`config.mk`:
```
export PLATFORM = sky130hd
export DESIGN_NAME = bcl_loader
export DESIGN_NICKNAME = d
export VERILOG_FILES = /design/src/hw/bcl_dummy_unused.sv /design/src/hw/bcl_pkg.sv /design/src/hw/bcl_loader.sv
export SDC_FILE = /design/constraint.sdc
export NUM_CORES = 1
export LEC_CHECK = 0
export ABC_AREA = 1
export BUFFER_PORTS_ARGS = -buffer_cell sky130_fd_sc_hd__buf_2
export CORE_MARGIN = 8
export CORE_UTILIZATION = 60
export DETAILED_ROUTE_END_ITERATION = 16
export PLACE_DENSITY = 0.77
export SLEW_MARGIN = 0
export SYNTH_ARGS = -nofsm -noshare
export SYNTH_HDL_FRONTEND = slang
export SYNTH_SLANG_ARGS = --single-unit
export TNS_END_PERCENT = 5
```
`constraint.sdc`:
```
create_clock -name clk_i -period 6.7 [get_ports clk_i]
set_input_delay 1.005 -clock clk_i [delete_from_list [all_inputs] [get_ports clk_i]]
set_output_delay 1.005 -clock clk_i [all_outputs]
set_load 0.03 [all_outputs]
```
`src/hw/bcl_dummy_unused.sv`:
```
`default_nettype none
`default_nettype wire

```
`src/hw/bcl_pkg.sv`:
```
`default_nettype none
package bcl_pkg;
	localparam logic [7:0] BCL_OP_STATUS = 8'h05;
	localparam logic [7:0] BCL_OP_STATUS_ALT = 8'hd7;
	localparam logic [7:0] BCL_OP_RST_ENABLE = 8'h66;
	localparam logic [7:0] BCL_OP_RST_EXEC = 8'h99;
	localparam logic [7:0] BCL_OP_RST_ALT = 8'hf0;
	localparam logic [7:0] BCL_OP_READ3 = 8'h03;
	localparam logic [7:0] BCL_OP_READ4 = 8'h13;
	localparam int BCL_BUSY_BIT = 0;
	localparam int BCL_READY_BIT_ALT = 7;
	localparam logic [15:0] BCL_SETTLE_CYCLES = 16'h0003;
	localparam logic [31:0] BCL_WORD_BYTES = 32'h0000_0004;
	localparam int BCL_ERR_SLAVE = 0;
	localparam int BCL_ERR_VERIFY = 1;
	localparam logic [15:0] BCL_DEF_DEST_HIGH = 16'h4000;
	localparam logic [15:0] BCL_DEF_DEST_LOW = 16'h0000;
	localparam int BCL_DEF_POR_CYCLES = 1000;
	localparam int BCL_DEF_WORD_COUNT = 8192;
	localparam int BCL_DEF_RECOVERY = 8;
	localparam int BCL_DEF_CLK_RATIO = 4;
	localparam int BCL_DEF_DESELECT = 8;
	localparam logic [7:0] BCL_DEF_EEPROM_ADDR = 8'h50;
	localparam logic [7:0] BCL_DEF_PRESCALE = 8'h63;

	typedef enum logic [3:0] {BR_IDLE, BR_HWREC, BR_POLL, BR_SWR2, BR_SWREC,
		BR_READ, BR_PUSH, BR_XFER, BR_DESEL, BR_STREAM, BR_DONE} bcl_rd_t;
	typedef enum logic [3:0] {BW_IDLE, BW_WAIT, BW_SETUP, BW_ACCESS,
		BW_RBSET, BW_RBACC, BW_HOLD, BW_RUN, BW_FAIL} bcl_wr_t;

	typedef struct packed {
		logic byp1;
		logic byp;
		logic req1;
		logic req;
		logic sdi1;
		logic sdi;
		bcl_rd_t r_state;
		bcl_rd_t r_ret;
		logic [15:0] r_cnt;
		logic [15:0] div;
		logic [6:0] bits;
		logic [39:0] sh_out;
		logic [31:0] sh_in;
		logic [31:0] fl_addr;
		logic [18:0] r_left;
		logic [1:0] nbytes;
		logic all_done;
		logic strm_rdy;
		logic sck;
		logic mosi;
		logic cs_n;
		bcl_wr_t w_state;
		logic [15:0] w_cnt;
		logic [18:0] w_left;
		logic [31:0] paddr;
		logic psel;
		logic penable;
		logic pwrite;
		logic [31:0] pwdata;
		logic [31:0] first;
		logic [1:0] err;
		logic proc_rst_n;
		logic cpu_block;
		logic port_block;
	} bcl_state_t;
endpackage : bcl_pkg
`default_nettype wire

```
`src/hw/bcl_loader.sv`:
```
`default_nettype none
module bcl_fifo #(
	parameter int WIDTH = 32,
	parameter int DEPTH = 8
) (
	input wire logic clk_i,
	input wire logic sys_rst_i,
	input wire logic in_valid_i,
	output logic in_ready_o,
	input wire logic [WIDTH-1:0] in_data_i,
	output logic out_valid_o,
	input wire logic out_ready_i,
	output logic [WIDTH-1:0] out_data_o
);
	localparam int AW = (DEPTH > 1) ? $clog2(DEPTH) : 1;
	logic [WIDTH-1:0] mem [DEPTH];
	logic [AW-1:0] wr_idx;
	logic [AW-1:0] rd_idx;
	logic [AW:0] fill;
	logic push;
	logic pop;

	assign in_ready_o = (fill != (AW+1)'(DEPTH));
	assign out_valid_o = (fill != '0);
	assign out_data_o = mem[rd_idx];
	assign push = in_valid_i && in_ready_o;
	assign pop = out_valid_o && out_ready_i;

	always_ff @(posedge clk_i)
	begin
		if (sys_rst_i)
		begin
			wr_idx <= '0;
			rd_idx <= '0;
			fill <= '0;
		end
		else
		begin
			if (push)
			begin
				mem[wr_idx] <= in_data_i;
				wr_idx <= (wr_idx == AW'(DEPTH - 1)) ? '0 : wr_idx + 1'b1;
			end
			if (pop)
				rd_idx <= (rd_idx == AW'(DEPTH - 1)) ? '0 : rd_idx + 1'b1;
			if (push && !pop)
				fill <= fill + 1'b1;
			else if (pop && !push)
				fill <= fill - 1'b1;
		end
	end
endmodule : bcl_fifo

module bcl_loader import bcl_pkg::*; #(
	parameter bit LOADER_ENABLE = 1'b0,
	parameter int BOOT_SOURCE = 0,
	parameter logic [15:0] DEST_ADDR_HIGH = BCL_DEF_DEST_HIGH,
	parameter logic [15:0] DEST_ADDR_LOW = BCL_DEF_DEST_LOW,
	parameter int POR_CYCLES = BCL_DEF_POR_CYCLES,
	parameter int COPY_WORD_COUNT = BCL_DEF_WORD_COUNT,
	parameter logic [15:0] FLASH_SRC_ADDR_HIGH = 16'h0000,
	parameter logic [15:0] FLASH_SRC_ADDR_LOW = 16'h0000,
	parameter int RECOVERY_CYCLES = BCL_DEF_RECOVERY,
	parameter int FLASH_CLK_RATIO = BCL_DEF_CLK_RATIO,
	parameter int DESELECT_CYCLES = BCL_DEF_DESELECT,
	parameter bit ALT_STATUS_READ = 1'b0,
	parameter int FLASH_SOFT_RESET_KIND = 0,
	parameter bit WIDE_FLASH_ADDRESS = 1'b0,
	parameter logic [7:0] EEPROM_DEVICE_ADDRESS = BCL_DEF_EEPROM_ADDR,
	parameter bit EEPROM_TWO_BYTE_ADDR = 1'b1,
	parameter logic [7:0] EEPROM_ADDR_HIGH = 8'h00,
	parameter logic [7:0] EEPROM_ADDR_LOW = 8'h00,
	parameter logic [7:0] TWO_WIRE_PRESCALE = BCL_DEF_PRESCALE,
	parameter bit TWO_WIRE_ENABLE = 1'b1,
	parameter int FIFO_DEPTH = 8
) (
	input wire logic clk_i,
	input wire logic sys_rst_i,
	input wire logic bypass_i,
	input wire logic system_reset_request_i,
	output logic processor_reset_n_o,
	output logic processor_access_block_o,
	output logic loader_port_block_o,
	output logic flash_clk_o,
	output logic flash_data_out_o,
	output logic flash_select_n_o,
	input wire logic flash_data_in_i,
	input wire logic src_byte_valid_i,
	input wire logic [7:0] src_byte_i,
	output logic src_byte_ready_o,
	output logic [7:0] eeprom_device_address_o,
	output logic [15:0] eeprom_start_addr_o,
	output logic [7:0] two_wire_prescale_o,
	output logic two_wire_enable_o,
	output logic [31:0] paddr_o,
	output logic psel_o,
	output logic penable_o,
	output logic pwrite_o,
	output logic [31:0] pwdata_o,
	input wire logic [31:0] prdata_i,
	input wire logic pready_i,
	input wire logic pslverr_i,
	output logic [1:0] error_o
);
	localparam logic [15:0] HALF = (FLASH_CLK_RATIO < 2) ? 16'h0001 :
		16'(FLASH_CLK_RATIO / 2);
	localparam logic [15:0] PERIOD = (FLASH_CLK_RATIO < 2) ? 16'h0002 :
		16'(FLASH_CLK_RATIO);
	localparam logic [31:0] DEST_BASE = {DEST_ADDR_HIGH, DEST_ADDR_LOW};
	localparam logic [31:0] FLASH_BASE =
		{FLASH_SRC_ADDR_HIGH, FLASH_SRC_ADDR_LOW};
	localparam logic [18:0] WORDS = 19'(COPY_WORD_COUNT);
	localparam logic [15:0] POR = 16'(POR_CYCLES);
	localparam logic [15:0] RECOV = 16'(RECOVERY_CYCLES);
	localparam logic [15:0] DESEL = 16'(DESELECT_CYCLES);
	localparam bit RUN_COPY = LOADER_ENABLE;

	bcl_state_t st;
	bcl_state_t next_st;
	logic fifo_in_ready;
	logic fifo_out_valid;
	logic [31:0] fifo_out_data;
	logic push_valid;
	logic pop_ready;
	logic [31:0] push_data;
	logic fifo_clear;

	function automatic logic [31:0] bswap(input logic [31:0] w);
		bswap = {w[7:0], w[15:8], w[23:16], w[31:24]};
	endfunction : bswap

	function automatic bcl_state_t start_xfer(input bcl_state_t s,
		input logic [39:0] out, input logic [6:0] nbits, input bcl_rd_t ret);
		bcl_state_t t;
		t = s;
		t.sh_out = out;
		t.bits = nbits;
		t.div = '0;
		t.cs_n = 1'b0;
		t.sck = 1'b0;
		t.mosi = out[39];
		t.r_ret = ret;
		t.r_state = BR_XFER;
		start_xfer = t;
	endfunction : start_xfer

	function automatic bcl_state_t reset_val(input bcl_state_t s);
		bcl_state_t t;
		t = '0;
		t.byp1 = s.byp1;
		t.byp = s.byp;
		t.req1 = s.req1;
		t.req = s.req;
		t.sdi1 = s.sdi1;
		t.sdi = s.sdi;
		t.r_state = BR_IDLE;
		t.r_ret = BR_IDLE;
		t.w_state = BW_IDLE;
		t.cs_n = 1'b1;
		t.fl_addr = FLASH_BASE;
		t.r_left = WORDS;
		t.w_left = WORDS;
		t.paddr = DEST_BASE;
		t.cpu_block = 1'b1;
		t.proc_rst_n = 1'b0;
		reset_val = t;
	endfunction : reset_val

	bcl_fifo #(.WIDTH(32), .DEPTH(FIFO_DEPTH)) u_fifo (
		.clk_i(clk_i),
		.sys_rst_i(fifo_clear),
		.in_valid_i(push_valid),
		.in_ready_o(fifo_in_ready),
		.in_data_i(push_data),
		.out_valid_o(fifo_out_valid),
		.out_ready_i(pop_ready),
		.out_data_o(fifo_out_data)
	);

	// Restart must not leave stale words for the writer
	assign fifo_clear = sys_rst_i || st.req;
	assign push_valid = (st.r_state == BR_PUSH);
	// Flash words arrive first byte in the top lane
	assign push_data = (BOOT_SOURCE == 0) ? bswap(st.sh_in) : st.sh_in;
	assign pop_ready = (st.w_state == BW_WAIT) && (st.w_left != '0);

	always_comb
	begin
		next_st = st;
		next_st.byp1 = bypass_i;
		next_st.byp = st.byp1;
		next_st.req1 = system_reset_request_i;
		next_st.req = st.req1;
		next_st.sdi1 = flash_data_in_i;
		next_st.sdi = st.sdi1;

		// Reader side
		case (st.r_state)
			BR_IDLE:
			begin
				if (st.r_cnt != BCL_SETTLE_CYCLES)
					next_st.r_cnt = st.r_cnt + 16'h0001;
				else if (RUN_COPY && !st.byp)
				begin
					if (BOOT_SOURCE == 0)
					begin
						next_st.r_state = BR_HWREC;
						next_st.r_cnt = RECOV;
					end
					else
						next_st.r_state = BR_STREAM;
				end
			end
			BR_HWREC:
			begin
				if (st.r_cnt > 16'h0001)
					next_st.r_cnt = st.r_cnt - 16'h0001;
				else
					next_st = start_xfer(st, {ALT_STATUS_READ ? BCL_OP_STATUS_ALT :
						BCL_OP_STATUS, 32'h0}, 7'd16, BR_POLL);
			end
			BR_POLL:
			begin
				if (ALT_STATUS_READ ? !st.sh_in[BCL_READY_BIT_ALT] :
					st.sh_in[BCL_BUSY_BIT])
					next_st = start_xfer(st, {ALT_STATUS_READ ? BCL_OP_STATUS_ALT
						: BCL_OP_STATUS, 32'h0}, 7'd16, BR_POLL);
				else
					case (FLASH_SOFT_RESET_KIND)
						1: next_st = start_xfer(st, {BCL_OP_RST_ENABLE, 32'h0}, 7'd8,
							BR_SWR2);
						2: next_st = start_xfer(st, {BCL_OP_RST_ALT, 32'h0}, 7'd32,
							BR_SWREC);
						3: next_st = start_xfer(st, {BCL_OP_RST_ALT, 32'h0}, 7'd8,
							BR_SWREC);
						default: next_st.r_state = BR_READ;
					endcase
			end
			BR_SWR2:
				next_st = start_xfer(st, {BCL_OP_RST_EXEC, 32'h0}, 7'd8,
					BR_SWREC);
			BR_SWREC:
			begin
				if (st.r_cnt > 16'h0001)
					next_st.r_cnt = st.r_cnt - 16'h0001;
				else
					next_st.r_state = BR_READ;
			end
			BR_READ:
			begin
				if (st.r_left == '0)
					next_st.r_state = BR_DONE;
				else if (WIDE_FLASH_ADDRESS)
					next_st = start_xfer(st, {BCL_OP_READ4, st.fl_addr}, 7'd72,
						BR_PUSH);
				else
					next_st = start_xfer(st, {BCL_OP_READ3, st.fl_addr[23:0],
						8'h00}, 7'd64, BR_PUSH);
			end
			BR_XFER:
			begin
				// One bit per ratio period, mode 0 timing
				next_st.div = (st.div == PERIOD - 16'h0001) ? '0 :
					st.div + 16'h0001;
				next_st.sck = (next_st.div >= HALF);
				if (st.div == PERIOD - 16'h0001)
				begin
					next_st.sh_in = {st.sh_in[30:0], st.sdi};
					next_st.sh_out = {st.sh_out[38:0], 1'b0};
					next_st.mosi = st.sh_out[38];
					next_st.bits = st.bits - 7'd1;
					if (st.bits == 7'd1)
					begin
						next_st.cs_n = 1'b1;
						next_st.sck = 1'b0;
						next_st.mosi = 1'b0;
						next_st.r_cnt = DESEL;
						next_st.r_state = BR_DESEL;
					end
				end
			end
			BR_DESEL:
			begin
				if (st.r_cnt > 16'h0001)
					next_st.r_cnt = st.r_cnt - 16'h0001;
				else
				begin
					next_st.r_cnt = RECOV;
					next_st.r_state = st.r_ret;
				end
			end
			BR_STREAM:
			begin
				if (st.r_left == '0)
					next_st.r_state = BR_DONE;
				else if (st.strm_rdy && src_byte_valid_i)
				begin
					next_st.sh_in = {src_byte_i, st.sh_in[31:8]};
					next_st.nbytes = st.nbytes + 2'd1;
					if (st.nbytes == 2'd3)
						next_st.r_state = BR_PUSH;
				end
			end
			BR_PUSH:
			begin
				if (fifo_in_ready)
				begin
					next_st.r_left = st.r_left - 19'd1;
					next_st.fl_addr = st.fl_addr + BCL_WORD_BYTES;
					next_st.r_state = (BOOT_SOURCE == 0) ? BR_READ : BR_STREAM;
				end
			end
			BR_DONE:
				next_st.all_done = 1'b1;
			default:
				next_st.r_state = BR_IDLE;
		endcase
		next_st.strm_rdy = (next_st.r_state == BR_STREAM) &&
			(next_st.r_left != '0);

		// Writer side
		case (st.w_state)
			BW_IDLE:
			begin
				if (st.w_cnt != BCL_SETTLE_CYCLES)
					next_st.w_cnt = st.w_cnt + 16'h0001;
				else if (RUN_COPY && !st.byp)
					next_st.w_state = BW_WAIT;
				else
				begin
					next_st.cpu_block = 1'b0;
					next_st.port_block = 1'b1;
					next_st.w_cnt = POR;
					next_st.w_state = BW_HOLD;
				end
			end
			BW_WAIT:
			begin
				if (st.w_left == '0)
				begin
					if (st.all_done)
					begin
						next_st.paddr = DEST_BASE;
						next_st.w_cnt = POR;
						next_st.psel = (WORDS != '0);
						next_st.pwrite = 1'b0;
						next_st.w_state = (WORDS != '0) ? BW_RBSET : BW_HOLD;
					end
				end
				else if (fifo_out_valid)
				begin
					next_st.pwdata = fifo_out_data;
					if (st.w_left == WORDS)
						next_st.first = fifo_out_data;
					next_st.psel = 1'b1;
					next_st.pwrite = 1'b1;
					next_st.w_state = BW_SETUP;
				end
			end
			BW_SETUP:
			begin
				next_st.penable = 1'b1;
				next_st.w_state = BW_ACCESS;
			end
			BW_ACCESS:
			begin
				if (pready_i)
				begin
					next_st.psel = 1'b0;
					next_st.penable = 1'b0;
					next_st.pwrite = 1'b0;
					if (pslverr_i)
					begin
						next_st.err[BCL_ERR_SLAVE] = 1'b1;
						next_st.w_state = BW_FAIL;
					end
					else
					begin
						next_st.w_left = st.w_left - 19'd1;
						next_st.paddr = st.paddr + BCL_WORD_BYTES;
						next_st.w_state = BW_WAIT;
					end
				end
			end
			BW_RBSET:
			begin
				next_st.penable = 1'b1;
				next_st.w_state = BW_RBACC;
			end
			BW_RBACC:
			begin
				if (pready_i)
				begin
					next_st.psel = 1'b0;
					next_st.penable = 1'b0;
					if (pslverr_i)
					begin
						next_st.err[BCL_ERR_SLAVE] = 1'b1;
						next_st.w_state = BW_FAIL;
					end
					else
					begin
						if (prdata_i != st.first)
							next_st.err[BCL_ERR_VERIFY] = 1'b1;
						next_st.w_state = BW_HOLD;
					end
				end
			end
			BW_HOLD:
			begin
				if (st.w_cnt > 16'h0001)
					next_st.w_cnt = st.w_cnt - 16'h0001;
				else
				begin
					next_st.proc_rst_n = 1'b1;
					next_st.cpu_block = 1'b0;
					next_st.port_block = 1'b1;
					next_st.w_state = BW_RUN;
				end
			end
			BW_RUN, BW_FAIL:
				next_st.w_state = st.w_state;
			default:
				next_st.w_state = BW_IDLE;
		endcase

		if (st.req)
			next_st = reset_val(next_st);
	end

	always_ff @(posedge clk_i)
	begin
		if (sys_rst_i)
			st <= reset_val('0);
		else
			st <= next_st;
	end

	assign processor_reset_n_o = st.proc_rst_n;
	assign processor_access_block_o = st.cpu_block;
	assign loader_port_block_o = st.port_block;
	assign flash_clk_o = st.sck;
	assign flash_data_out_o = st.mosi;
	assign flash_select_n_o = st.cs_n;
	assign src_byte_ready_o = st.strm_rdy;
	assign paddr_o = st.paddr;
	assign psel_o = st.psel;
	assign penable_o = st.penable;
	assign pwrite_o = st.pwrite;
	assign pwdata_o = st.pwdata;
	assign error_o = st.err;

	// Build constants for the two-wire peripheral
	assign eeprom_device_address_o = EEPROM_DEVICE_ADDRESS;
	assign eeprom_start_addr_o = {EEPROM_TWO_BYTE_ADDR ? EEPROM_ADDR_HIGH :
		8'h00, EEPROM_ADDR_LOW};
	assign two_wire_prescale_o = TWO_WIRE_PRESCALE;
	assign two_wire_enable_o = TWO_WIRE_ENABLE && (BOOT_SOURCE == 1);
endmodule : bcl_loader
`default_nettype wire

```
==> impl_metrics.tcl <==
set metrics [dict create \
    outcome "finished, final reports clean" \
    clockBufferDepth 3 \
    synth_enable_flop_cells 256 \
    gp_congestion 0.916 \
    cts-hold-fix-buffers 0 \
    grt_antenna_before_repair 0 \
    cp-startpoint "st[104]$_SDFFE_PP0P_" \
    length_of_the_first_detailed_routing_pass_in_iterations 5 \
    avgSynthCellArea_um2 8.28 \
    power_density_nw_per_um2 263 \
    final-setup-viol-count 0 \
    grt_pass1_vias 21500 \
    synthCells 3273 \
    dr.first_iter.drc_count 1941 \
    hold_path_startpoint "processor_access_block_o$_SDFFE_PP1P_" \
    seq_power_share_pct 47.9 \
    final_min_period_over_clock_period_pct 50.9 \
    insertedDiodeCount 0 \
    synth-warning-count 0 \
    critPathKind "register to register" \
    route.detailed.wl_per_inst_um 17.1 \
    worst_slew_pin_slew_ns 1.10 \
    netSwitchingFraction_pct 26.0 \
    synth_cell_type_count 62 \
    layout-drive-gt1-share_pct 9.70 \
    cts.clk_slew.worst_paths_ns 0.06 \
    route.vias.total 22500 \
    overall_die_area_um2 52200 \
    setup_repair_after_global_routing_missed_its_margin "no" \
    comb_power_share_pct 11.0 \
    cell_chosen_for_the_clock_root "sky130_fd_sc_hd__clkbuf_16" \
    cts_post_setup_buffers_inserted 0 \
    finalWirelength_um 66900 \
    final.setup.tns_ns 0 \
    clock.fmax_ghz 0.293 \
    final_net_count 3345 \
    ys_dominant_reg_cell "sky130_fd_sc_hd__dfxtp_1" \
    drcViolationCount 0 \
    clock-sinks 568 \
    clock_latency_reported_for_the_late_side_of_the_worst_skew_pair_ns 0.64 \
    whs_ns 0.448 \
    clock_power_share_pct 41.1 \
    synthArstFlopShare_pct 0 \
    first_pass_grt_wire_length_um 108000 \
    netSwitchingPower_mw 2.01 \
    worst_r2r_startpoint "st[104]$_SDFFE_PP0P_" \
    crit_path_time_final_ns 3.41 \
    max-cap-violations 0 \
    synth_seq_area_share_pct 51.4 \
    final_antenna_net_count 0 \
    cp-start-kind "register" \
    min_path_type "register to register" \
    place_hpwl_um 42600 \
    chipHeight_um 229 \
    vdd_ir_drop_max_mv 0.232 \
    rows 78 \
    critical_path.endpoint_type "register" \
    yosys_register_bits 568 \
    die_width_um 229 \
    routed_via_density 5.74 \
    netlist_area_um2 27100 \
    final_max_slew_viols 0 \
    final_cell_mix "sky130_fd_sc_hd__nand2_1, sky130_fd_sc_hd__nor2_1, sky130_fd_sc_hd__o21ai_0" \
    cp_data_required_time_ns 7.21 \
    initial_core_utilization_pct 60.2 \
    grt_max_degree 99 \
    layout-area-overhead-vs-synth_pct 8.23 \
    post_cts.resized_instances 0 \
    cts_tree "yes" \
    gr-total-overflow 0 \
    globalRouteTotalUtil_pct 24.6 \
    worstPathArrival_ns 3.92 \
    cts_made_buffers 57 \
    cts_htree_levels 2 \
    standby_leakage_power_nw 11.5 \
    hold_viol 0 \
    p_int_mw 5.72 \
    worst_clock_skew_ns 0.0257 \
    worstPathMaxFanout 38 \
    slew_headroom_pct 26.2 \
    core_area_um2 45000 \
    floorplan.io_pins 157 \
    final_common_cell "sky130_fd_sc_hd__nand2_1" \
    io_buffer_count 120 \
]
power by group through the flow:
stage | clock network [mW] | logic [mW] | registers [mW]
6_report | 3.17 | 0.849 | 3.70
5_1_grt | 3.36 | 0.948 | 3.71
4_1_cts | 3.22 | 0.836 | 3.70
3_5_place_dp | 0 | 0.831 | 3.78
3_3_place_gp | 0 | 0.814 | 3.78
2_1_floorplan | 0 | 0.679 | 3.77
per-layer routing:
layer | vias to the layer above | routed length, µm | track usage, %
met3 | 145 | 4800 | 4.28
met4 | 0 | 2070 | 8.78
li1 | 10900 | - | -
met2 | 847 | 32400 | 42.3
met1 | 10600 | 27600 | 30.8
met5 | - | 0 | 0
critical path, stage by stage, from the launching register on:
cell                       delay, ns
sky130_fd_sc_hd__dfxtp_1        0.34
sky130_fd_sc_hd__inv_1          0.08
sky130_fd_sc_hd__ha_1           0.16
sky130_fd_sc_hd__nand2_1        0.09
sky130_fd_sc_hd__nor2_4         0.16
sky130_fd_sc_hd__nand3_2        0.18
sky130_fd_sc_hd__nand2_1        0.10
sky130_fd_sc_hd__inv_1          0.07
sky130_fd_sc_hd__nand2_1        0.13
sky130_fd_sc_hd__buf_4          0.40
sky130_fd_sc_hd__clkinv_1       0.99
sky130_fd_sc_hd__o211a_1        0.58
flip-flops by register name, summed over array words and instances (netlist names), named ones only:
register / flops
u_fifo.wr_idx: 3
flash_select_n_o: 1
src_byte_ready_o: 1
u_fifo.mem: 256
penable_o: 1
processor_reset_n_o: 1
error_o: 2
pwrite_o: 1
flash_clk_o: 1
st: 193
push_data: 32
flash_data_out_o: 1
u_fifo.rd_idx: 3
loader_port_block_o: 1
processor_access_block_o: 1
psel_o: 1
paddr_o: 30
pwdata_o: 32
u_fifo.fill: 4
final timing paths:
| check | slack, ns | depth (start not counted) | to |
|---|---|---|---|
| worst min register to register | 0.45 | 2 | processor_access_block_o$_SDFFE_PP1P_ |
| worst max-delay path | 3.29 | 11 | register |
| worst min-delay path | 0.45 | 2 | processor_access_block_o$_SDFFE_PP1P_ |
| worst max register to register | 3.29 | 11 | register |
cell type report:
cell class	instances	area, µm²
fillers	3661	15700
repair buffers	142	766
flip-flops and latches	568	13900
multi-input cells	2239	11000
well taps	600	751
clock buffers	82	1580
clock inverters	25	289
inverters	265	1000
cells by family after synthesis:
| group | Yosys count | share of synthesized area [%] |
|---|---|---|
| compound gates | 713 | 14.8 |
| xor+xnor | 51 | 1.65 |
| fa+ha+maj | 24 | 1.14 |
| buf+inv | 499 | 8.63 |
| flops | 568 | 51.4 |
| mux | 1 | 0.0416 |
| other cells | 2 | 0.0277 |
| simple gates | 1415 | 22.3 |
cell usage after synthesis, types with 12 or more instances:
cell type                  number  area share [%]
sky130_fd_sc_hd__edfxtp_1     256              28
sky130_fd_sc_hd__xnor2_1       12            0.39
sky130_fd_sc_hd__ha_1          23             1.1
sky130_fd_sc_hd__o22ai_1       62             1.4
sky130_fd_sc_hd__o21ai_0      335             6.2
sky130_fd_sc_hd__inv_1        245             3.4
sky130_fd_sc_hd__a21oi_1      198             3.7
sky130_fd_sc_hd__o21a_1        33            0.91
sky130_fd_sc_hd__buf_2         23            0.42
sky130_fd_sc_hd__a32o_1        27             1.0
sky130_fd_sc_hd__or2_2         18            0.42
sky130_fd_sc_hd__clkbuf_1      89             1.2
sky130_fd_sc_hd__buf_4        107             3.0
sky130_fd_sc_hd__xor2_1        39             1.3
sky130_fd_sc_hd__dfxtp_1      312              23
sky130_fd_sc_hd__nor3_1        80             1.5
sky130_fd_sc_hd__nand3_1      140             2.6
sky130_fd_sc_hd__nand4_1       29            0.67
sky130_fd_sc_hd__nor2_2        13            0.30
sky130_fd_sc_hd__nor2_1       500             6.9
sky130_fd_sc_hd__nand2_1      576             8.0
sky130_fd_sc_hd__inv_2         15            0.21
through the flow:
| stage | setup WS (ns) | cell area [µm²] | total power [mW] | util, % | instances |
|---|---|---|---|---|---|
| after floorplan | 1.98 | 27200 | 4.45 | - | 3306 |
| after global placement | 3.06 | 27500 | 4.59 | 61.0 | 3814 |
| after detailed placement | 2.99 | 27500 | 4.61 | 61.0 | 3814 |
| after CTS | 3.31 | 29300 | 7.75 | 65.2 | 3921 |
| after global routing | 3.03 | 29300 | 8.02 | 65.2 | 3921 |
| final | 3.29 | 29300 | 7.73 | 65.2 | 3921 |
(Power assumes the default switching activity.)
